===== src/rtl/pin_mapper_pkg.sv =====
package pin_mapper_pkg;

  localparam int NUM_CH = 3;

  // input function codes
  localparam logic [3:0] GPI_DEEP_SLEEP  = 4'h0;
  localparam logic [3:0] GPI_FAULT_DUMP  = 4'h2;
  localparam logic [3:0] GPI_POWERDOWN   = 4'h4;
  localparam logic [3:0] GPI_PROTECT     = 4'h5;
  localparam logic [3:0] GPI_FUNC_GEN    = 4'h6;
  localparam logic [3:0] GPI_CLEAR       = 4'h7;
  localparam logic [3:0] GPI_SYNC_LOAD   = 4'h8;
  localparam logic [3:0] GPI_MARGIN      = 4'hA;
  localparam logic [3:0] GPI_RESET       = 4'hB;
  localparam logic [3:0] GPI_NVM_GATE    = 4'hC;
  localparam logic [3:0] GPI_REG_GATE    = 4'hD;

  // output status codes
  localparam logic [3:0] GPO_NV_BUSY     = 4'h1;
  localparam logic [3:0] GPO_CH2_BUSY    = 4'h4;
  localparam logic [3:0] GPO_CH0_BUSY    = 4'h6;
  localparam logic [3:0] GPO_CH1_BUSY    = 4'h7;
  localparam logic [3:0] GPO_WIN_CMP     = 4'hB;

  // reset values of the volatile selection and of the gate/hold states
  localparam logic [3:0] CODE_RESET      = 4'h0;
  localparam logic       ENABLE_RESET    = 1'b0;
  localparam logic       GATE_RESET      = 1'b1;
  localparam logic       PIN_RESET       = 1'b1;

  // boot sequencer
  typedef enum logic [1:0] {
    BOOT_LOAD   = 2'b00,
    BOOT_SAMPLE = 2'b01,
    BOOT_RUN    = 2'b11
  } boot_state_e;

endpackage


===== src/rtl/pin_edge_detect.sv =====
`timescale 1ns/10ps
// registered edge detector; the previous level is tracked through boot while preset masks edges, so that
// the first run cycle after boot sees no spurious edge
module pin_edge_detect
  import pin_mapper_pkg::*;
(
  input  wire logic clk,
  input  wire logic resetn,
  input  wire logic pin_level,
  input  wire logic preset,
  output logic      fall,
  output logic      rise
);

  logic prev;

  always_ff @(posedge clk or negedge resetn) begin
    if (!resetn) begin
      prev <= PIN_RESET;
    end else begin
      prev <= pin_level;
    end
  end

  always_comb begin
    fall = !preset && prev && !pin_level;
    rise = !preset && !prev && pin_level;
  end

endmodule


===== src/rtl/multifunction_pin_mapper.sv =====
`timescale 1ns/10ps
// Overview of operation
// RULE1: the board ties the shared pin high or low when it is unused.
// RULE2: a selection held only in volatile settings is lost on reset; nonvolatile one is restored.
// RULE3: code 0000 enters deep sleep on a falling edge and leaves it on a rising edge.
// RULE4: code 0100 powers down selected channels on a fall and powers them up on a rise.
// RULE5: code 1000 fires a synchronous load of selected channels on a fall only.
// RULE6: code 1011 starts a device reset on a low pulse; it works only from nonvolatile memory.
// RULE7: code 1101 allows register map updates on a falling edge.
// RULE8: code 1101 blocks register writes after a rise, except unlock writes and two-wire resets.
// RULE9: codes 0010, 0101 and 0111 fire fault dump, protect and clear on a fall; others do nothing.
// RULE10: in output mode the pin shows the status chosen by the output code.
// RULE11: further codes start/stop waveforms, margin high/low and gate nonvolatile programming.
// RULE12: input and output enables pick direction; channel functions use the channel select.
// RULE13: after power-up the pin level is sampled once and acted on; later only edges count.
// RULE14: the pin defaults to no function and a mapped input disables the matching software bit.
module multifunction_pin_mapper
  import pin_mapper_pkg::*;
#(
  parameter int CH = NUM_CH
)
(
  input  wire logic          clk,
  input  wire logic          resetn,
  // shared pin, three signals
  input  wire logic          shared_multi_pin_in,
  output logic               shared_multi_pin_out,
  output logic               shared_multi_pin_oe,
  // nonvolatile image of the selection, restored at every reset
  input  wire logic          nvm_input_enable_bit,
  input  wire logic          nvm_output_enable_bit,
  input  wire logic [3:0]    nvm_input_function_code,
  input  wire logic [3:0]    nvm_output_function_code,
  input  wire logic [CH-1:0] nvm_input_channel_select,
  // volatile writes of the selection
  input  wire logic          cfg_write,
  input  wire logic          input_enable_bit,
  input  wire logic          output_enable_bit,
  input  wire logic [3:0]    input_function_code,
  input  wire logic [3:0]    output_function_code,
  input  wire logic [CH-1:0] input_channel_select,
  // status sources
  input  wire logic          nonvolatile_busy_status,
  input  wire logic [CH-1:0] channel_busy,
  input  wire logic          window_comparator_result,
  // register write gate
  input  wire logic          reg_write_req,
  input  wire logic          reg_write_unlock_field,
  input  wire logic          reg_write_reset_two_wire,
  output logic               reg_write_allow,
  // actions
  output logic               deep_sleep,
  output logic               fault_dump_pulse,
  output logic               protect_pulse,
  output logic               output_clear_action,
  output logic [CH-1:0]      synchronous_load_strobe,
  output logic [CH-1:0]      channel_powerdown,
  output logic [CH-1:0]      func_gen_run,
  output logic [CH-1:0]      margin_high,
  output logic [CH-1:0]      margin_low,
  output logic               nvm_program_allow,
  output logic               device_reset_pulse,
  output logic               boot_done,
  // software bit disables while the pin owns the function
  output logic               sw_deep_sleep_disable,
  output logic               sw_powerdown_disable,
  output logic               sw_sync_load_disable,
  output logic               sw_clear_disable,
  output logic               sw_func_gen_disable
);

  boot_state_e     boot_state;
  logic            in_en;
  logic            out_en;
  logic [3:0]      gpi_code;
  logic [3:0]      gpo_code;
  logic [CH-1:0]   ch_sel;
  logic            fall;
  logic            rise;
  logic            boot_sample;
  logic            act_fall;
  logic            act_rise;
  logic            in_mode;
  logic            reset_armed;
  logic            reg_gate_open;
  logic            next_pin_out;

  assign in_mode     = in_en && !out_en;
  assign boot_sample = (boot_state == BOOT_SAMPLE);
  // at boot a low level acts as a fall and a high level as a rise
  assign act_fall    = in_mode && (fall || (boot_sample && !shared_multi_pin_in));  // see RULE13
  assign act_rise    = in_mode && (rise || (boot_sample && shared_multi_pin_in));   // see RULE13

  pin_edge_detect u_edge (
    .clk       (clk),
    .resetn    (resetn),
    .pin_level (shared_multi_pin_in),
    .preset    (boot_state != BOOT_RUN),
    .fall      (fall),
    .rise      (rise)
  );

  always_ff @(posedge clk or negedge resetn) begin
    if (!resetn) begin
      boot_state <= BOOT_LOAD;
    end else begin
      case (boot_state)
        BOOT_LOAD:   boot_state <= BOOT_SAMPLE;
        BOOT_SAMPLE: boot_state <= BOOT_RUN;
        BOOT_RUN:    boot_state <= BOOT_RUN;
        default:     boot_state <= BOOT_LOAD;
      endcase
    end
  end

  always_ff @(posedge clk or negedge resetn) begin
    if (!resetn) begin
      boot_done <= 1'b0;
    end else begin
      boot_done <= (boot_state == BOOT_RUN);
    end
  end

  // reset wipes the volatile selection; the nonvolatile image is taken after release
  always_ff @(posedge clk or negedge resetn) begin
    if (!resetn) begin
      in_en    <= ENABLE_RESET;  // see RULE14
      out_en   <= ENABLE_RESET;
      gpi_code <= CODE_RESET;
      gpo_code <= CODE_RESET;
      ch_sel   <= '0;
    end else if (boot_state == BOOT_LOAD) begin
      in_en    <= nvm_input_enable_bit;  // see RULE2
      out_en   <= nvm_output_enable_bit;
      gpi_code <= nvm_input_function_code;
      gpo_code <= nvm_output_function_code;
      ch_sel   <= nvm_input_channel_select;
    end else if (cfg_write) begin
      in_en    <= input_enable_bit;  // see RULE12
      out_en   <= output_enable_bit;
      gpi_code <= input_function_code;
      gpo_code <= output_function_code;
      ch_sel   <= input_channel_select;
    end
  end

  // reset only counts when the mapping came from nonvolatile storage
  always_ff @(posedge clk or negedge resetn) begin
    if (!resetn) begin
      reset_armed <= 1'b0;
    end else if (boot_state == BOOT_LOAD) begin
      reset_armed <= nvm_input_enable_bit && (nvm_input_function_code == GPI_RESET);
    end else if (cfg_write) begin
      reset_armed <= 1'b0;  // see RULE6
    end
  end

  always_ff @(posedge clk or negedge resetn) begin
    if (!resetn) begin
      device_reset_pulse <= 1'b0;
    end else begin
      // only a real falling edge; a boot-time low must not loop resets
      device_reset_pulse <= reset_armed && in_mode && fall && (gpi_code == GPI_RESET);  // see RULE6
    end
  end

  always_ff @(posedge clk or negedge resetn) begin
    if (!resetn) begin
      deep_sleep <= 1'b0;
    end else if (gpi_code == GPI_DEEP_SLEEP) begin
      if (act_fall) deep_sleep <= 1'b1;  // see RULE3
      else if (act_rise) deep_sleep <= 1'b0;  // see RULE3
    end
  end

  always_ff @(posedge clk or negedge resetn) begin
    if (!resetn) begin
      fault_dump_pulse    <= 1'b0;
      protect_pulse       <= 1'b0;
      output_clear_action <= 1'b0;
    end else begin
      fault_dump_pulse    <= act_fall && (gpi_code == GPI_FAULT_DUMP);  // see RULE9
      protect_pulse       <= act_fall && (gpi_code == GPI_PROTECT);     // see RULE9
      output_clear_action <= act_fall && (gpi_code == GPI_CLEAR);       // see RULE9
    end
  end

  for (genvar c = 0; c < CH; c++) begin : g_ch
    always_ff @(posedge clk or negedge resetn) begin
      if (!resetn) begin
        synchronous_load_strobe[c] <= 1'b0;
        channel_powerdown[c]       <= 1'b0;
        func_gen_run[c]            <= 1'b0;
        margin_high[c]             <= 1'b0;
        margin_low[c]              <= 1'b0;
      end else begin
        synchronous_load_strobe[c] <= act_fall && ch_sel[c] && (gpi_code == GPI_SYNC_LOAD);  // see RULE5
        margin_high[c] <= act_rise && ch_sel[c] && (gpi_code == GPI_MARGIN);  // see RULE11
        margin_low[c]  <= act_fall && ch_sel[c] && (gpi_code == GPI_MARGIN);  // see RULE11
        if (ch_sel[c] && gpi_code == GPI_POWERDOWN) begin
          if (act_fall) channel_powerdown[c] <= 1'b1;  // see RULE4
          else if (act_rise) channel_powerdown[c] <= 1'b0;  // see RULE4
        end
        if (ch_sel[c] && gpi_code == GPI_FUNC_GEN) begin
          if (act_rise) func_gen_run[c] <= 1'b1;  // see RULE11
          else if (act_fall) func_gen_run[c] <= 1'b0;  // see RULE11
        end
      end
    end
  end

  always_ff @(posedge clk or negedge resetn) begin
    if (!resetn) begin
      nvm_program_allow <= GATE_RESET;
    end else if (gpi_code == GPI_NVM_GATE) begin
      if (act_fall) nvm_program_allow <= 1'b1;  // see RULE11
      else if (act_rise) nvm_program_allow <= 1'b0;  // see RULE11
    end
  end

  always_ff @(posedge clk or negedge resetn) begin
    if (!resetn) begin
      reg_gate_open <= GATE_RESET;
    end else if (gpi_code != GPI_REG_GATE || !in_mode) begin
      reg_gate_open <= 1'b1;
    end else if (act_fall) begin
      reg_gate_open <= 1'b1;  // see RULE7
    end else if (act_rise) begin
      reg_gate_open <= 1'b0;  // see RULE8
    end
  end

  always_ff @(posedge clk or negedge resetn) begin
    if (!resetn) begin
      reg_write_allow <= 1'b0;
    end else begin
      reg_write_allow <= reg_write_req && (reg_gate_open || reg_write_unlock_field
                         || reg_write_reset_two_wire);  // see RULE8
    end
  end

  always_ff @(posedge clk or negedge resetn) begin
    if (!resetn) begin
      sw_deep_sleep_disable <= 1'b0;
      sw_powerdown_disable  <= 1'b0;
      sw_sync_load_disable  <= 1'b0;
      sw_clear_disable      <= 1'b0;
      sw_func_gen_disable   <= 1'b0;
    end else begin
      sw_deep_sleep_disable <= in_mode && (gpi_code == GPI_DEEP_SLEEP);  // see RULE14
      sw_powerdown_disable  <= in_mode && (gpi_code == GPI_POWERDOWN);   // see RULE14
      sw_sync_load_disable  <= in_mode && (gpi_code == GPI_SYNC_LOAD);   // see RULE14
      sw_clear_disable      <= in_mode && (gpi_code == GPI_CLEAR);       // see RULE14
      sw_func_gen_disable   <= in_mode && (gpi_code == GPI_FUNC_GEN);    // see RULE14
    end
  end

  always_comb begin
    case (gpo_code)
      GPO_NV_BUSY:  next_pin_out = nonvolatile_busy_status;  // see RULE10
      GPO_CH2_BUSY: next_pin_out = channel_busy[2];          // see RULE10
      GPO_CH0_BUSY: next_pin_out = channel_busy[0];          // see RULE10
      GPO_CH1_BUSY: next_pin_out = channel_busy[1];          // see RULE10
      GPO_WIN_CMP:  next_pin_out = window_comparator_result; // see RULE10
      default:      next_pin_out = 1'b0;
    endcase
  end

  always_ff @(posedge clk or negedge resetn) begin
    if (!resetn) begin
      shared_multi_pin_out <= 1'b0;
      shared_multi_pin_oe  <= 1'b0;
    end else begin
      shared_multi_pin_out <= next_pin_out;
      shared_multi_pin_oe  <= out_en && (boot_state == BOOT_RUN);  // see RULE12
    end
  end

endmodule


===== config.mk =====
export PLATFORM = sky130hd
export DESIGN_NAME = multifunction_pin_mapper
export DESIGN_NICKNAME = d
export VERILOG_FILES = /design/src/rtl/pin_mapper_pkg.sv /design/src/rtl/pin_edge_detect.sv /design/src/rtl/multifunction_pin_mapper.sv
export SDC_FILE = /design/constraint.sdc
export NUM_CORES = 1
export LEC_CHECK = 0
export BUFFER_PORTS_ARGS = -buffer_cell sky130_fd_sc_hd__buf_2
export CAP_MARGIN = 20
export CORE_UTILIZATION = 54
export CTS_CLUSTER_SIZE = 25
export DETAILED_ROUTE_END_ITERATION = 12
export PLACE_DENSITY = 0.84
export SLEW_MARGIN = 20
export SYNTH_ARGS = -nofsm -noshare
export SYNTH_HDL_FRONTEND = slang
export SYNTH_SLANG_ARGS = --single-unit

===== constraint.sdc =====
create_clock -name clk -period 4.35 [get_ports clk]
set_clock_uncertainty 0.05 [all_clocks]
set_input_delay 0.435 -clock clk [delete_from_list [all_inputs] [get_ports clk]]
set_output_delay 0.435 -clock clk [all_outputs]
set_load 0.02 [all_outputs]

==> results of run 1 <==
flip-flops by register name (all words and copies together) (netlist names), 2 cells and up:
signal	flops
gpi_code	4
gpo_code	4
ch_sel	3
channel_powerdown	3
func_gen_run	3
margin_high	3
margin_low	3
synchronous_load_strobe	3
boot_state	2
area by class of cell:
| type | instances | area (µm²) | area share, % |
|---|---|---|---|
| Tap cell | 48 | 60.06 | 2.381 |
| Inverter | 1 | 3.754 | 0.1488 |
| Timing Repair Buffer | 67 | 337.8 | 13.39 |
| Sequential cell | 48 | 1205 | 47.77 |
| Clock buffer | 7 | 76.32 | 3.026 |
| Multi-Input combinational cell | 116 | 809.5 | 32.09 |
| Clock inverter | 1 | 30.03 | 1.190 |
cells by family after synthesis:
logic type             after synthesis
DFF                                 48
and+or+nand+nor                     73
muxes                               13
buffers and inverters               12
AOI/OAI and AO/OA                   30
power by group:
group | total (µW) | switching, µW | internal (µW)
Sequential | 510 | 33.9 | 476
Combinational | 130 | 70.9 | 59.5
Clock | 307 | 135 | 172
cells in the mapped netlist:
cell type / instances / area [µm²]
or4_1: 4 / 30.03
a221oi_1: 1 / 8.760
nand4b_1: 1 / 8.760
nand3b_1: 2 / 15.01
nor3_1: 4 / 20.02
nor4b_4: 1 / 23.77
buf_1: 2 / 7.510
and3b_1: 1 / 8.760
buf_4: 1 / 7.510
nand2b_1: 9 / 56.30
nand4_1: 4 / 25.02
o31a_1: 1 / 8.760
a21boi_1: 1 / 7.510
nor2b_1: 4 / 25.02
mux2i_1: 13 / 130.1
nand4bb_4: 1 / 27.53
o21bai_1: 2 / 15.01
nand3_1: 3 / 15.01
nand2_1: 4 / 15.01
a22o_1: 2 / 17.52
buf_2: 4 / 20.02
nor3b_1: 1 / 7.510
and4bb_2: 1 / 12.51
nor4_1: 2 / 12.51
dfstp_2: 3 / 78.83
nor4b_1: 1 / 8.760
clkbuf_1: 3 / 11.26
dfrtp_1: 45 / 1126
and2_1: 1 / 6.260
and3_1: 10 / 62.56
a21oi_1: 14 / 70.07
buf_6: 1 / 11.26
or3_1: 1 / 6.260
or2_2: 1 / 6.260
a32o_1: 6 / 60.06
inv_1: 1 / 3.750
a2bb2oi_1: 1 / 8.760
nor4bb_1: 1 / 10.01
o31ai_1: 1 / 7.510
a21o_1: 1 / 7.510
nor2_1: 16 / 60.06
routing by layer:
layer	GRT usage, %	up-vias	share of wire, %
li1	-	765	-
met1	30.13	762	43
met2	37.77	65	49
met3	5.893	9	5.7
met4	9.659	0	2.0
met5	0	-	0
through the flow:
step	util [%]	total power (µW)	hold slack [ps]	setup slack [ps]
after global placement	65.79	642.9	386.2	2265
after floorplan	-	591.8	89.41	2767
final	68.90	947.4	74.86	2603
after CTS	68.83	955.3	227.8	2587
after detailed placement	65.93	648.5	434.2	2630
after global routing	68.90	996.6	119.4	2382
cell usage in the layout, fill, tap and decap left out, drive strengths merged:
master	n
nand3b	2
nor2b	4
nand4bb	1
nor4	2
a22o	2
nand2	4
nor4bb	1
nor3b	1
a21oi	14
mux2i	13
nand2b	9
nand4b	1
nor2	16
o31ai	1
and2	1
or3	1
a2bb2oi	1
inv	1
dfstp	3
a221oi	1
dfrtp	45
o21bai	2
a21o	1
nor4b	2
o31a	1
nor3	4
and3b	1
buf	67
bufinv	1
and4bb	1
nand4	4
a32o	6
a21boi	1
or2	1
nand3	3
clkbuf	7
and3	10
or4	4
critical path, stage by stage, from the launching register on:
cell and delay [ps]:
dfrtp_1 410, nand3b_1 250, nor3_2 640, nor3b_1 290
path summary, 6_finish.rpt:
kind | end | slack (ps) | from
setup / recovery | output_clear_action$_DFF_PN0_ | 2600 | out_en$_DFFE_PN0P_
hold / removal | margin_high[2]$_DFF_PN0_ | 70 | resetn
setup reg to reg | output_clear_action$_DFF_PN0_ | 2600 | out_en$_DFFE_PN0P_
hold reg to reg | boot_state[1]$_DFF_PN0_ | 450 | boot_state[0]$_DFF_PN0_
max in group asynchronous | fault_dump_pulse$_DFF_PN0_ | 3780 | resetn
min in group clk | u_edge.prev$_DFF_PN1_ | 230 | shared_multi_pin_in
==> flow_summary.yaml, run 1 <==
outcome:
  status: "completed"
pwr:
  p_per_area_nw_per_um2: 375.6
  peakVddDrop_uv: 217.6
  p_leak_uw: 0.001278
sta:
  rsz0062_at_grt: "false"
  final.setup.tns_ps: 0
  tightest_slew_ps: 733.1
  finalCritPeriodShare_pct: 40.15
  slew_violations: 0
  fmax_ghz: 0.5725
  slew_headroom_pct: 50.86
  hold_violations: 0
  layout_min_cycle_time_ps: 1747
  setup_viol: 0
placed_design:
  dp_hpwl_um: 3035
  place_area_um2: 2414
  place.gp.congestion: 0.8197
  io_buffers: 67
  place_inst: 280
floorplan:
  ioPinCount: 68
  core-area_um2: 3661
  die_w_um: 63.93
  start_util_pct: 56.56
  die_y_um: 63.93
  num_rows: 22
  die-area_um2: 4086
job:
  cap_viol_max_count: 0
route:
  drt-vias-per-instance: 5.559
  drtPass1Iterations: 5
  wire_per_inst_um: 14.48
  antenna_left: 0
  drc: 0
  drt_wl_total_um: 4169
  drt_iter0_drc: 86
  vias: 1601
clock_tree:
  cts-root-buf: "clkbuf_8"
  clk_path_buf_depth: 2
  cts_tree: "yes"
  cts_buffers: 5
  clk_pin_slew_ps: 80
  clock_sinks: 48
  hold_buffers: 0
  clk-insertion-delay-late_ps: 300
  cts-resized-gates: 0
  cts_setup_buffers: 0
  htree_levels: 2
critical_path:
  critical_path_class: "reg2reg"
  r2r_cells: 3
  crit_path_start_kind: "flip-flop"
  critPathRequiredTime_ps: 4490
  crit_fanout: 15
  critPathArrivalTime_ps: 1890
  cp-end-kind: "flip-flop"
yosys:
  ys_seq_area_share_pct: 58.19
  synth_fp_nets: 214
  syn-cell-area_um2: 2071
  synthCells: 176
  muxShareOfSynthArea_pct: 6.284
  synth_top_family_by_area: "simple AND/OR/NAND/NOR gates"
  synthDistinctLibCells: 41
  ys_seq_elements: 48
  yosysWarnings: 0
  syn_avg_cell_area_um2: 11.77
  yosys.area_share.simple_pct: 22.36
  synth_xor_area_share_pct: 0
  synth_compound_area_share_pct: 10.21
  synthAdderAreaFrac_pct: 0
layout:
  fillCellCount: 276
  antenna_cells: 0
  area_growth_pct: 21.81
  fin_cells: 288
  drive_gt1_share_pct: 33.75
  design_area_um2: 2522
  fin_nets: 277
grt:
  track_usage_pct: 23.43
  antenna_found_initial: 0
  grt_max_degree: 49
  grt_pass1_wl_um: 7148
  gr-total-overflow: 0
  grt_pass1_vias: 1507
min_path:
  hold_path.class: "in2async"
(Power assumes the default switching activity.)
==> inputs of run 2 (changes only) <==
Settings changed: CORE_UTILIZATION 54 to 50, PLACE_DENSITY 0.84 to 0.79.
Clock period 4.35 ns to 1.68 ns, I/O delays scaled along.
==> flow_summary.yaml, run 2 (synthesis gave the netlist of run 1 again) <==
outcome:
  status: "completed"
critical_path:
  reg2reg_from: "gpi_code[0]$_DFFE_PN0P_"
  max_stage_delay_ps: 440
  r2r_setup_slack_ps: 120
  critical_path_class: "reg2reg"
  cp_slowest_cell: "nor4b_4"
  crit_fanout: 10
  timing.rr.end: "channel_powerdown[1]$_DFFE_PN0P_"
  crit_chain: "buf_4, nor4b_4, nand4_1, a32o_1"
  critPathRequiredTime_ps: 1810
  r2r_cells: 4
  crit_path_start_kind: "flip-flop"
  critPathArrivalTime_ps: 1690
  cp-end-kind: "flip-flop"
  crit_family: "simple AND/OR/NAND/NOR gates"
  cp.buffers_inverters: 1
pwr:
  peakVddDrop_uv: 551.8
  finalPower_uw: 2374
  p_per_area_nw_per_um2: 914.8
  p_leak_uw: 0.001315
grt:
  grt_pass1_vias: 1518
  track_usage_pct: 21.23
  grt_pass1_wl_um: 6893
  grt_max_degree: 29
  antenna_found_initial: 0
  gr-total-overflow: 0
placed_design:
  place.gp.congestion: 0.7473
  dp_hpwl_um: 2983
  place_area_um2: 2476
  io_buffers: 67
  place_inst: 289
layout:
  final_cell_mix: "buf_2, dfrtp_1, nor2_1"
  largestRegisters: "gpi_code x4, gpo_code x4"
  fin_nets: 286
  fin_util_pct: 64.87
  final_common_cell: "buf_2"
  drive_gt1_share_pct: 36.14
  area_growth_pct: 25.32
  fin_cells: 299
  design_area_um2: 2595
  antenna_cells: 0
route:
  drtPass1Iterations: 4
  drt_wl_total_um: 4062
  wire_per_inst_um: 13.59
  drc: 0
  vias: 1623
  drt-vias-per-instance: 5.428
  antenna_left: 0
  drt_iter0_drc: 114
min_path:
  hold_path.class: "in2reg"
  holdPathEnd: "reset_armed$_DFFE_PN0P_"
  holdPathStages: 2
  hold_start: "nvm_input_function_code[2]"
sta:
  setup_viol: 0
  rsz0062_at_grt: "false"
  slew_headroom_pct: 66.60
  layout_min_cycle_time_ps: 1560
  fmax_ghz: 0.6412
  slew_violations: 0
  finalCritPeriodShare_pct: 92.83
  final.setup.tns_ps: 0
  hold_violations: 0
  tightest_slew_ps: 501.1
job:
  cap_viol_max_count: 0
clock_tree:
  clk_pin_slew_ps: 80
  cts_buffers: 5
  cts_tree: "yes"
  cts-root-buf: "clkbuf_8"
  clock_sinks: 48
  clk-insertion-delay-late_ps: 290
  clk_path_buf_depth: 2
  htree_levels: 2
floorplan:
  num_rows: 23
  core-area_um2: 4000
  die-area_um2: 4403
  ioPinCount: 68
  start_util_pct: 51.77
  die_w_um: 66.36
  die_y_um: 66.36
[run 2: cell count changes in the layout (fill, tap and decap cells not counted), moves of 2 or more]
cell	before	now
dfrtp_2	0	2
dlygate4sd3_1	0	2
buf_4	1	6
dfrtp_1	45	43
[run 2: power breakdown]
part	switching, µW	leakage (µW)	internal [µW]
clock network	357	0.0000455	336
logic	203	0.000665	176
registers	68.6	0.000604	1230
total	629	0.00131	1750
[run 2: worst max path at each step]
stage	end	cells after the start	start
2_1_floorplan	func_gen_run[0]$_DFFE_PN0P_	4	gpi_code[3]$_DFFE_PN0P_
3_3_place_gp	func_gen_run[1]$_DFFE_PN0P_	3	gpi_code[2]$_DFFE_PN0P_
3_5_place_dp	func_gen_run[2]$_DFFE_PN0P_	3	gpi_code[2]$_DFFE_PN0P_
4_1_cts	func_gen_run[2]$_DFFE_PN0P_	3	gpi_code[2]$_DFFE_PN0P_
5_1_grt	channel_powerdown[0]$_DFFE_PN0P_	4	gpi_code[0]$_DFFE_PN0P_
6_report	channel_powerdown[1]$_DFFE_PN0P_	4	gpi_code[0]$_DFFE_PN0P_
[run 2: cell type report]
| type | instances | area (µm²) |
|---|---|---|
| timing repair buffer | 76 | 420.4 |
| fill | 324 | 1405 |
| multi-input combinational | 116 | 810.8 |
| tap | 50 | 62.56 |
| clock buffer | 8 | 90.09 |
| sequential | 48 | 1207 |
| inverter | 1 | 3.754 |
[run 2: timing repair]
item,CTS,global route
setup endpoints to repair,0,6
resized for setup,0,3
hold buffers,2,0
buffers inserted,0,0
hold endpoints to repair,21,0
[run 2: layer usage]
metal  up-vias  wire length (µm)  track usage [%]
met4         0                21            7.447
met5         -                 0                0
li1        784                 -                -
met1       772              1885            27.96
met2        63              1907            33.67
met3         4               248            5.690
[run 2: metrics by stage]
stage,setup WS (ps),hold WS (ps)
4_1_cts,58.01,4.237
3_3_place_gp,136.9,104.7
5_1_grt,5.193,14.88
6_report,120.4,14.87
3_5_place_dp,75.25,114.7
2_1_floorplan,96.82,-177.6
